`config.mk`:
```
export PLATFORM = sky130hd
export DESIGN_NAME = tcc_top
export DESIGN_NICKNAME = d
export VERILOG_FILES = /design/src/hdl/tcc_pkg.sv /design/src/hdl/tcc_top.sv
export SDC_FILE = /design/constraint.sdc
export NUM_CORES = 1
export LEC_CHECK = 0
export BUFFER_PORTS_ARGS = -buffer_cell sky130_fd_sc_hd__buf_2
export CAP_MARGIN = 20
export CORE_MARGIN = 3
export CORE_UTILIZATION = 40
export CTS_CLUSTER_DIAMETER = 120
export CTS_CLUSTER_SIZE = 25
export DETAILED_ROUTE_END_ITERATION = 12
export PLACE_DENSITY_LB_ADDON = 0.25
export SYNTH_ARGS = -nofsm -noshare
export SYNTH_HDL_FRONTEND = slang
export SYNTH_SLANG_ARGS = --single-unit
```
`constraint.sdc`:
```
create_clock -name clk -period 2 [get_ports clk]
set_input_delay 0.6 -clock clk [delete_from_list [all_inputs] [get_ports clk]]
set_output_delay 0.6 -clock clk [all_outputs]
set_load 0.1 [all_outputs]
```
`src/hdl/tcc_pkg.sv`:
```
// Purpose: constants and types for the timer capture/compare block
// Assumes: 8-bit register port, 16-bit timer counter outside
// Notes:   byte offsets are register indexes on the plain port
package tcc_pkg;
  // ****************************************
  // register offsets
  // ****************************************
  localparam logic [3:0] CAP_LO   = 4'h0;
  localparam logic [3:0] CAP_HI   = 4'h1;
  localparam logic [3:0] CMPA_LO  = 4'h2;
  localparam logic [3:0] CMPA_HI  = 4'h3;
  localparam logic [3:0] CMPB_LO  = 4'h4;
  localparam logic [3:0] CMPB_HI  = 4'h5;
  localparam logic [3:0] CNT_LO   = 4'h6;
  localparam logic [3:0] CNT_HI   = 4'h7;
  localparam logic [3:0] CTRL_A   = 4'h8;
  localparam logic [3:0] CTRL_B   = 4'h9;
  localparam logic [3:0] OUT_MODE = 4'ha;
  localparam logic [3:0] IRQ_EN   = 4'hb;
  localparam logic [3:0] FLAGS    = 4'hc;
  // ****************************************
  // field positions
  // ****************************************
  localparam int FORCE_A_BIT = 4;  // ctrl_a, write only
  localparam int FORCE_B_BIT = 5;
  localparam int EDGE_BIT    = 0;  // ctrl_b
  localparam int FILT_BIT    = 1;
  localparam int SRC_BIT     = 2;
  localparam int CAP_BIT     = 0;  // irq_en and flags
  localparam int CMPA_BIT    = 1;
  localparam int CMPB_BIT    = 2;
  // ****************************************
  // reset values and timing
  // ****************************************
  localparam logic [7:0]  CTRL_RST = 8'h00;
  localparam logic [15:0] WORD_RST = 16'h0000;
  localparam int          FILT_LEN = 4;  // agreeing samples
  // ****************************************
  // types
  // ****************************************
  typedef struct packed {
    logic [3:0] wgm;        // waveform mode
    logic       edge_rise;  // capture polarity
    logic       filt_en;    // noise filter
    logic       src_comp;   // comparator as source
    logic [1:0] com_a;      // output mode a
    logic [1:0] com_b;      // output mode b
  } tcc_ctrl_t;
  typedef struct packed {
    logic tick;    // timer clock enable
    logic at_top;  // counter at top
    logic at_bot;  // counter at bottom
  } tcc_cnt_t;
endpackage

```
`src/hdl/tcc_top.sv`:
```
// Purpose: input capture and two output compare channels
// Assumes: counter sequencing and prescaler live outside
// Notes:   one clock, timer rate arrives as a tick enable
//
// What this block does
// - capture on edge matching chosen polarity
// - capture copies full 16-bit counter
// - capture flag set with the copy
// - capture flag plus enable raises interrupt
// - capture flag cleared by service or one
// - low read latches high byte for later
// - capture register writable only in top modes
// - pin by default, comparator when selected
// - filter output changes after four agreeing samples
// - filter adds four clock cycles latency
// - filter samples on undivided system clock
// - capture input idle in capture-top modes
// - port-driven pin level triggers like edge
// - new capture overwrites unread value
// - compare flag plus enable raises interrupt
// - compare flag cleared by service or one
// - waveform output follows mode and match
// - channel a can supply counter top
// - compare double buffered only in pwm modes
// - one shared high byte latch
// - buffer loads at top or bottom
// - counter write blocks next-tick match
// - force updates output in non-pwm modes only, no flag
`timescale 1ns/100ps
module tcc_top #(
  parameter int DW = 8,   // register data width
  parameter int CW = 16   // counter width
) (
  // clock and reset
  input  wire logic          clk,
  input  wire logic          nrst,
  // register port
  input  wire logic [3:0]    addr,
  input  wire logic [DW-1:0] wdata,
  input  wire logic          wr,
  input  wire logic          rd,
  output logic      [DW-1:0] rdata,
  // trigger inputs
  input  wire logic          capture_pin,
  input  wire logic          comparator_out,
  // counter interface
  input  wire logic [CW-1:0] counter_value,
  input  wire tcc_pkg::tcc_cnt_t cnt,
  output logic               cnt_wr,
  output logic      [CW-1:0] cnt_wr_data,
  output logic      [CW-1:0] top_value,
  // interrupts and service
  input  wire logic [2:0]    irq_ack,
  output logic               irq_cap,
  output logic               irq_cmp_a,
  output logic               irq_cmp_b,
  // waveform outputs
  output logic               oc_a,
  output logic               oc_b
);
  // ****************************************
  // decode helpers
  // ****************************************
  // capture register defines top in these modes
  function automatic logic cap_is_top(input logic [3:0] m);
    return (m == 4'h8) || (m == 4'ha) || (m == 4'hc) || (m == 4'he);
  endfunction
  // normal and clear-on-match modes are not pwm
  function automatic logic is_pwm(input logic [3:0] m);
    return !((m == 4'h0) || (m == 4'h4) || (m == 4'hc) || (m == 4'hd));
  endfunction
  // channel a defines top in these modes
  function automatic logic cmpa_is_top(input logic [3:0] m);
    return (m == 4'h4) || (m == 4'h9) || (m == 4'hb) || (m == 4'hf);
  endfunction

  // ****************************************
  // state
  // ****************************************
  tcc_pkg::tcc_ctrl_t ctrl;          // control fields
  logic [DW-1:0]      high_latch;    // shared high byte
  logic [CW-1:0]      cap_reg;       // captured stamp
  logic [CW-1:0]      cmp_reg [2];   // active compare
  logic [CW-1:0]      cmp_buf [2];   // buffered compare
  logic [2:0]         irq_en;        // interrupt enables
  logic [2:0]         flag;          // sticky flags
  logic [1:0]         sync_pin;      // pin synchroniser
  logic [1:0]         sync_cmp;      // comparator sync
  logic [tcc_pkg::FILT_LEN-1:0] filt_sh; // sample history
  logic               filt_out;      // filtered level, held
  logic               filt_level;    // filter output this cycle
  logic               det_prev;      // edge history
  logic               block_match;   // set by counter write
  logic               pwm;           // current mode is pwm
  logic               det_in;        // edge detector input
  logic               cap_fire;      // capture this cycle
  logic [2:0]         flag_clr;      // software clear bits
  logic [1:0]         match;         // qualified match
  logic [1:0]         force_hit;     // forced match

  assign pwm = is_pwm(ctrl.wgm);

  // ****************************************
  // trigger path
  // ****************************************
  // both triggers cross into the clock domain
  always_ff @(posedge clk or negedge nrst) begin
    if (!nrst) begin
      sync_pin <= 2'h0;
      sync_cmp <= 2'h0;
    end else begin
      sync_pin <= {sync_pin[0], capture_pin};
      sync_cmp <= {sync_cmp[0], comparator_out};
    end
  end

  // filter history runs on every system clock, not the tick
  always_ff @(posedge clk or negedge nrst) begin
    if (!nrst) begin
      filt_sh  <= '0;
      filt_out <= 1'b0;
    end else begin
      // source mux reads only second flop outputs
      filt_sh <= {filt_sh[tcc_pkg::FILT_LEN-2:0],
                  ctrl.src_comp ? sync_cmp[1] : sync_pin[1]};
      filt_out <= filt_level;
    end
  end

  // level moves in the cycle the fourth agreeing sample lands,
  // so the filter costs exactly four cycles and not five
  always_comb begin
    if (&filt_sh) begin
      filt_level = 1'b1;
    end else if (~|filt_sh) begin
      filt_level = 1'b0;
    end else begin
      filt_level = filt_out;  // mixed samples hold the level
    end
  end

  // bypass keeps the filter out of the latency when off
  always_comb begin
    if (ctrl.filt_en) begin
      det_in = filt_level;
    end else begin
      det_in = ctrl.src_comp ? sync_cmp[1] : sync_pin[1];
    end
  end

  // edge history; frozen while capture register is top
  always_ff @(posedge clk or negedge nrst) begin
    if (!nrst) begin
      det_prev <= 1'b0;
    end else if (!cap_is_top(ctrl.wgm)) begin
      det_prev <= det_in;
    end
  end

  // polarity selects rising or falling edge
  assign cap_fire = !cap_is_top(ctrl.wgm) &&
                    (ctrl.edge_rise ? (det_in && !det_prev)
                                    : (!det_in && det_prev));

  // ****************************************
  // register writes
  // ****************************************
  // control fields and enables
  always_ff @(posedge clk or negedge nrst) begin
    if (!nrst) begin
      ctrl   <= '0;
      irq_en <= 3'h0;
    end else if (wr) begin
      case (addr)
        tcc_pkg::CTRL_A: begin
          ctrl.wgm <= wdata[3:0];
        end
        tcc_pkg::CTRL_B: begin
          ctrl.edge_rise <= wdata[tcc_pkg::EDGE_BIT];
          ctrl.filt_en   <= wdata[tcc_pkg::FILT_BIT];
          ctrl.src_comp  <= wdata[tcc_pkg::SRC_BIT];
        end
        tcc_pkg::OUT_MODE: begin
          ctrl.com_a <= wdata[1:0];
          ctrl.com_b <= wdata[3:2];
        end
        tcc_pkg::IRQ_EN: begin
          irq_en <= wdata[2:0];
        end
        default: begin
          // other offsets touch no control
        end
      endcase
    end
  end

  // one latch serves every split access but compare reads
  always_ff @(posedge clk or negedge nrst) begin
    if (!nrst) begin
      high_latch <= tcc_pkg::CTRL_RST;
    end else if (wr && (addr == tcc_pkg::CAP_HI || addr == tcc_pkg::CMPA_HI ||
                        addr == tcc_pkg::CMPB_HI || addr == tcc_pkg::CNT_HI)) begin
      high_latch <= wdata;
    end else if (rd && addr == tcc_pkg::CAP_LO) begin
      high_latch <= cap_reg[15:8];
    end else if (rd && addr == tcc_pkg::CNT_LO) begin
      high_latch <= counter_value[15:8];
    end
  end

  // capture register: hardware stamp, or top write in top modes
  always_ff @(posedge clk or negedge nrst) begin
    if (!nrst) begin
      cap_reg <= tcc_pkg::WORD_RST;
    end else if (cap_fire) begin
      cap_reg <= counter_value;
    end else if (wr && addr == tcc_pkg::CAP_LO && cap_is_top(ctrl.wgm)) begin
      cap_reg <= {high_latch, wdata};
    end
  end

  // compare channels: buffer in pwm, direct otherwise
  for (genvar i = 0; i < 2; i++) begin : g_cmp
    localparam logic [3:0] LO = i ? tcc_pkg::CMPB_LO : tcc_pkg::CMPA_LO;
    always_ff @(posedge clk or negedge nrst) begin
      if (!nrst) begin
        cmp_buf[i] <= tcc_pkg::WORD_RST;
        cmp_reg[i] <= tcc_pkg::WORD_RST;
      end else begin
        if (wr && addr == LO) begin
          cmp_buf[i] <= {high_latch, wdata};
        end
        if (wr && addr == LO && !pwm) begin
          cmp_reg[i] <= {high_latch, wdata};
        end else if (pwm && cnt.tick && (cnt.at_top || cnt.at_bot)) begin
          cmp_reg[i] <= cmp_buf[i];
        end
      end
    end
  end

  // counter writes leave as a pulse with the joined word
  always_ff @(posedge clk or negedge nrst) begin
    if (!nrst) begin
      cnt_wr      <= 1'b0;
      cnt_wr_data <= tcc_pkg::WORD_RST;
    end else begin
      cnt_wr <= wr && addr == tcc_pkg::CNT_LO;
      if (wr && addr == tcc_pkg::CNT_LO) begin
        cnt_wr_data <= {high_latch, wdata};
      end
    end
  end

  // block stays armed until a tick passes, even if stopped
  always_ff @(posedge clk or negedge nrst) begin
    if (!nrst) begin
      block_match <= 1'b0;
    end else if (wr && addr == tcc_pkg::CNT_LO) begin
      block_match <= 1'b1;
    end else if (cnt.tick) begin
      block_match <= 1'b0;
    end
  end

  // top source for the counter outside
  always_ff @(posedge clk or negedge nrst) begin
    if (!nrst) begin
      top_value <= tcc_pkg::WORD_RST;
    end else if (cap_is_top(ctrl.wgm)) begin
      top_value <= cap_reg;
    end else if (cmpa_is_top(ctrl.wgm)) begin
      top_value <= cmp_reg[0];
    end else begin
      top_value <= 16'hffff;
    end
  end

  // ****************************************
  // flags and interrupts
  // ****************************************
  // one on a flag bit clears it
  assign flag_clr = (wr && addr == tcc_pkg::FLAGS) ? wdata[2:0] : 3'h0;

  // match counts only on a tick not blocked by a write
  for (genvar i = 0; i < 2; i++) begin : g_match
    assign match[i] = cnt.tick && !block_match &&
                      (counter_value == cmp_reg[i]);
    assign force_hit[i] = !pwm && wr && addr == tcc_pkg::CTRL_A &&
                          wdata[tcc_pkg::FORCE_A_BIT + i];
  end

  // set beats clear so no event is lost
  always_ff @(posedge clk or negedge nrst) begin
    if (!nrst) begin
      flag <= 3'h0;
    end else begin
      flag <= (flag & ~flag_clr & ~irq_ack)
            | {match, cap_fire};
    end
  end

  // requests follow flags and enables
  always_ff @(posedge clk or negedge nrst) begin
    if (!nrst) begin
      irq_cap   <= 1'b0;
      irq_cmp_a <= 1'b0;
      irq_cmp_b <= 1'b0;
    end else begin
      irq_cap   <= flag[tcc_pkg::CAP_BIT]  && irq_en[tcc_pkg::CAP_BIT];
      irq_cmp_a <= flag[tcc_pkg::CMPA_BIT] && irq_en[tcc_pkg::CMPA_BIT];
      irq_cmp_b <= flag[tcc_pkg::CMPB_BIT] && irq_en[tcc_pkg::CMPB_BIT];
    end
  end

  // ****************************************
  // waveform outputs
  // ****************************************
  // kept simple: toggle/clear/set on match; in pwm, com 2 sets and com 3 clears at bottom
  function automatic logic wave(input logic cur, input logic [1:0] com,
                                input logic hit, input logic p, input logic bot);
    logic r;
    r = cur;
    if (p && bot && com[1]) begin
      r = !com[0];
    end else if (hit) begin
      case (com)
        2'h1:    r = !cur;
        2'h2:    r = 1'b0;
        2'h3:    r = 1'b1;
        default: r = cur;
      endcase
    end
    return r;
  endfunction

  always_ff @(posedge clk or negedge nrst) begin
    if (!nrst) begin
      oc_a <= 1'b0;
      oc_b <= 1'b0;
    end else begin
      oc_a <= wave(oc_a, ctrl.com_a, match[0] || force_hit[0], pwm,
                   cnt.tick && cnt.at_bot);
      oc_b <= wave(oc_b, ctrl.com_b, match[1] || force_hit[1], pwm,
                   cnt.tick && cnt.at_bot);
    end
  end

  // ****************************************
  // read data
  // ****************************************
  // compare reads skip the latch; buffer shown in every mode
  always_ff @(posedge clk or negedge nrst) begin
    if (!nrst) begin
      rdata <= '0;
    end else if (rd) begin
      case (addr)
        tcc_pkg::CAP_LO:   rdata <= cap_reg[7:0];
        tcc_pkg::CAP_HI:   rdata <= high_latch;
        tcc_pkg::CMPA_LO:  rdata <= cmp_buf[0][7:0];
        tcc_pkg::CMPA_HI:  rdata <= cmp_buf[0][15:8];
        tcc_pkg::CMPB_LO:  rdata <= cmp_buf[1][7:0];
        tcc_pkg::CMPB_HI:  rdata <= cmp_buf[1][15:8];
        tcc_pkg::CNT_LO:   rdata <= counter_value[7:0];
        tcc_pkg::CNT_HI:   rdata <= high_latch;
        tcc_pkg::CTRL_A:   rdata <= {4'h0, ctrl.wgm};
        tcc_pkg::CTRL_B:   rdata <= {5'h00, ctrl.src_comp, ctrl.filt_en, ctrl.edge_rise};
        tcc_pkg::OUT_MODE: rdata <= {4'h0, ctrl.com_b, ctrl.com_a};
        tcc_pkg::IRQ_EN:   rdata <= {5'h00, irq_en};
        tcc_pkg::FLAGS:    rdata <= {5'h00, flag};
        default:           rdata <= '0;
      endcase
    end else begin
      rdata <= '0;
    end
  end
endmodule // tcc_top

```
==> results_dict.tcl <==
set metrics [dict create \
    status "finished with violations" \
    violations "negative setup slack" \
    p_sw_share_pct 42.94 \
    async_flop_share_pct 100.0 \
    instances_no_fill 1100 \
    setup-violations-final 16 \
    synth_xor_area_share_pct 3.632 \
    gr-usage-all-layers_pct 24.92 \
    slew_violations 0 \
    switchingPower_w 0.005876 \
    clock_power_share_pct 23.5 \
    htreeDepth 4 \
    drtIter0Drc 431 \
    reg2reg_slack_ps -80 \
    netlist_instances 655 \
    mostFrequentLayoutCell "dfrtp_1" \
    portBuffers 85 \
    synth-main-ff-cell "dfrtp_1" \
    crit_path_end_kind "register" \
    via_per_inst 5.595 \
    reg2reg_to "cap_reg[13]$_DFFE_PN0P_" \
    cp.required_ps 2320 \
    cp.arrival_ps 2400 \
    drv_cap 0 \
    cp_slowest_cell "mux2_4" \
    fmax_mhz 480.6 \
    clkTransAtPathRegs_ps 70 \
    drc 0 \
    fin_nets 867 \
    power.density_mw_per_mm2 1396 \
    wl_per_cell_um 23.09 \
    core_mm2 0.01883 \
    synth_largest_area_cell "dfrtp_1" \
    place.gp.congestion 1.014 \
    synth_cell_types 64 \
    synth_top_family_by_area "multiplexers" \
    hpwlAfterDp_mm 18.90 \
    num_vias 6154 \
    grt-ovfl-total 0 \
    grt_max_degree 49 \
    ant_nets 0 \
    drive_above_1_share_pct 40.83 \
    cts-root-buf "clkbuf_16" \
    synth_compound_area_share_pct 11.55 \
    min_period_ps 2081 \
    pwr-share-seq_pct 38.6 \
    syn_area_mm2 0.007716 \
    io_pins 86 \
    clock_skew_ps 8.288 \
    synth-seq-cells 162 \
    p_int_w 0.007808 \
    period_share_pct 104.0 \
    synth_edf_count 0 \
    clockBufferDepth 2 \
    dieArea_mm2 0.02099 \
    reg2reg_from "filt_sh[3]$_DFF_PN0_" \
    initial_core_util_pct 40.98 \
    grt_pass1_vias 6191 \
    clock_sinks 162 \
    finalHoldViolCount 0 \
    synth_warnings 0 \
    placedCellCount 1065 \
    die_w_um 144.9 \
    worst_slew_pin_slew_ps 857.2 \
    cts_made_buffers 17 \
    reg2reg_depth 6 \
    synthAdderAreaFrac_pct 0 \
    die_h_um 144.9 \
    yosysSeqAreaShare_pct 52.54 \
    wl_mm 25.40 \
    startpoint_type "register" \
    grt_pass1_wl_mm 38.52 \
    design_area_mm2 0.009802 \
    hold-worst-slack_ps 60.01 \
    worstPathMaxFanout 9 \
    synth_area_leaders "dfrtp_1 (53%), mux2_2 (13%), a22oi_1 (2.8%)" \
    fp-row-count 50 \
    rsz0062_at_grt "yes" \
    firstDrtPassIters 5 \
    syn_nets 695 \
    p_leak_nw 4.524 \
    crit_chain "or3_1 -> a21oi_2 -> nor2_2 -> mux2i_4 -> mux2_4 -> mux2_4" \
    power.share.combinational_pct 37.8 \
    slowest_delay_ps 430 \
    layout_common_cells "dfrtp_1 (161), buf_4 (93), mux2_2 (88), buf_2 (84), nor2_1 (54)" \
    cts_tree "done" \
    clk-insertion-delay-late_ps 430 \
    synth_mux_area_share_pct 17.37 \
    antennaDiodeCount 0 \
    antenna_found_initial 1 \
    hp-class "input port to async pin" \
    worstSetupPathType "register to register" \
    n_fill_cell 1690 \
    slew_headroom_pct 42.85 \
    postSynthAreaPerCell_um2 11.78 \
    peakVddDrop_mv 0.9202 \
    cpMostUsedCell "mux2_4" \
    synthSimpleGateAreaFrac_pct 12.31 \
    placed_area_mm2 0.009161 \
    setup_ws_ps -80.55 \
    post-synth-top-area-fraction_pct 52.54 \
    syn_to_final_growth_pct 27.03 \
]
==> cell type report <==
class | instances | area (µm²) | area share (%)
flip-flops and latches | 162 | 4055 | 41.37
inverters | 4 | 15.01 | 0.1532
well taps | 260 | 325.3 | 3.319
clock inverters | 15 | 150.1 | 1.532
clock buffers | 17 | 425.4 | 4.340
multi-input cells | 455 | 3521 | 35.92
repair buffers | 187 | 1310 | 13.36
==> cell families (layout without fill, tap and decap cells) <==
| logic type | Yosys count | count (layout) |
|---|---|---|
| and+or+nand+nor | 186 | 186 |
| DFF | 162 | 162 |
| AOI/OAI and AO/OA | 122 | 122 |
| muxes | 114 | 115 |
| buffers and inverters | 39 | 223 |
| xor gates and xnor gates | 32 | 32 |
==> Yosys cell counts, types with 3 or more instances <==
master	n
xor2_1	17
mux2_2	89
a221oi_1	6
nand4_1	4
dfrtp_1	162
nor2b_1	9
xnor2_1	15
a22o_1	8
inv_1	4
buf_1	7
o22ai_1	18
a22oi_1	29
and2_1	5
nor3b_1	5
nand3b_1	8
a31oi_1	5
nand2b_1	6
mux2_4	10
o21ai_0	13
buf_2	11
or3_1	4
and3_1	6
nand3_1	10
clkbuf_1	9
o22a_1	16
nor2_2	3
a21oi_1	8
mux2i_1	12
nor2_1	54
nand2_1	48
nor3_1	6
nor4_1	4
buf_4	4
==> worst max path at each step <==
stage	start	endpoint	slack [ps]	depth (start not counted)
after floorplan	filt_sh[3]$_DFF_PN0_	cap_reg[10]$_DFFE_PN0P_	6	7
after global placement	counter_value[2]	oc_a$_DFFE_PN0P_	-270	7
after detailed placement	counter_value[2]	oc_a$_DFFE_PN0P_	-310	7
after CTS	filt_sh[3]$_DFF_PN0_	cap_reg[13]$_DFFE_PN0P_	-80	6
after global routing	filt_sh[3]$_DFF_PN0_	cap_reg[13]$_DFFE_PN0P_	-120	6
final	filt_sh[3]$_DFF_PN0_	cap_reg[13]$_DFFE_PN0P_	-80	6
==> metal layers <==
metal | global-route usage (%) | part of all wire (%) | vias to the layer above
met3 | 5.554 | 6.2 | 30
met2 | 38.06 | 46 | 210
met5 | 0 | 0.043 | -
met1 | 35.82 | 46 | 3151
met4 | 7.069 | 1.8 | 2
li1 | - | - | 2761
==> stage by stage <==
step | worst slack, ps | TNS [ps] | utilization, % | total power [W]
floorplan | 6.122 | 0 | - | 0.008868
finish | -80.55 | -739.2 | 52.05 | 0.01368
CTS | -83.44 | -1106 | 51.71 | 0.01364
global route | -121.1 | -1301 | 52.05 | 0.01432
global placement | -268.3 | -4068 | 48.65 | 0.01030
detailed placement | -310.3 | -5489 | 48.65 | 0.01039
==> power by group through the flow <==
stage / sequential (W) / clock (W) / combinational (W)
after floorplan: 0.00686 / 0 / 0.00201
after global placement: 0.00527 / 0 / 0.00503
after detailed placement: 0.00530 / 0 / 0.00509
after CTS: 0.00526 / 0.00327 / 0.00511
after global routing: 0.00540 / 0.00344 / 0.00548
final: 0.00529 / 0.00322 / 0.00518
==> worst max-delay path, delay by kind of cell (launching register included) <==
kind | cells | cell delay, ps
and+or+nand+nor | 2 | 450
muxes | 3 | 980
DFF | 1 | 380
AOI/OAI and AO/OA | 1 | 140
==> what timing repair did <==
item	in CTS	in global routing
pin swaps	0	1
gates cloned	0	1
setup endpoints to repair	17	19
gates resized for setup	1	9
hold buffers	0	0
buffers inserted	0	2
No activity file was read; power rests on OpenSTA's default activity.
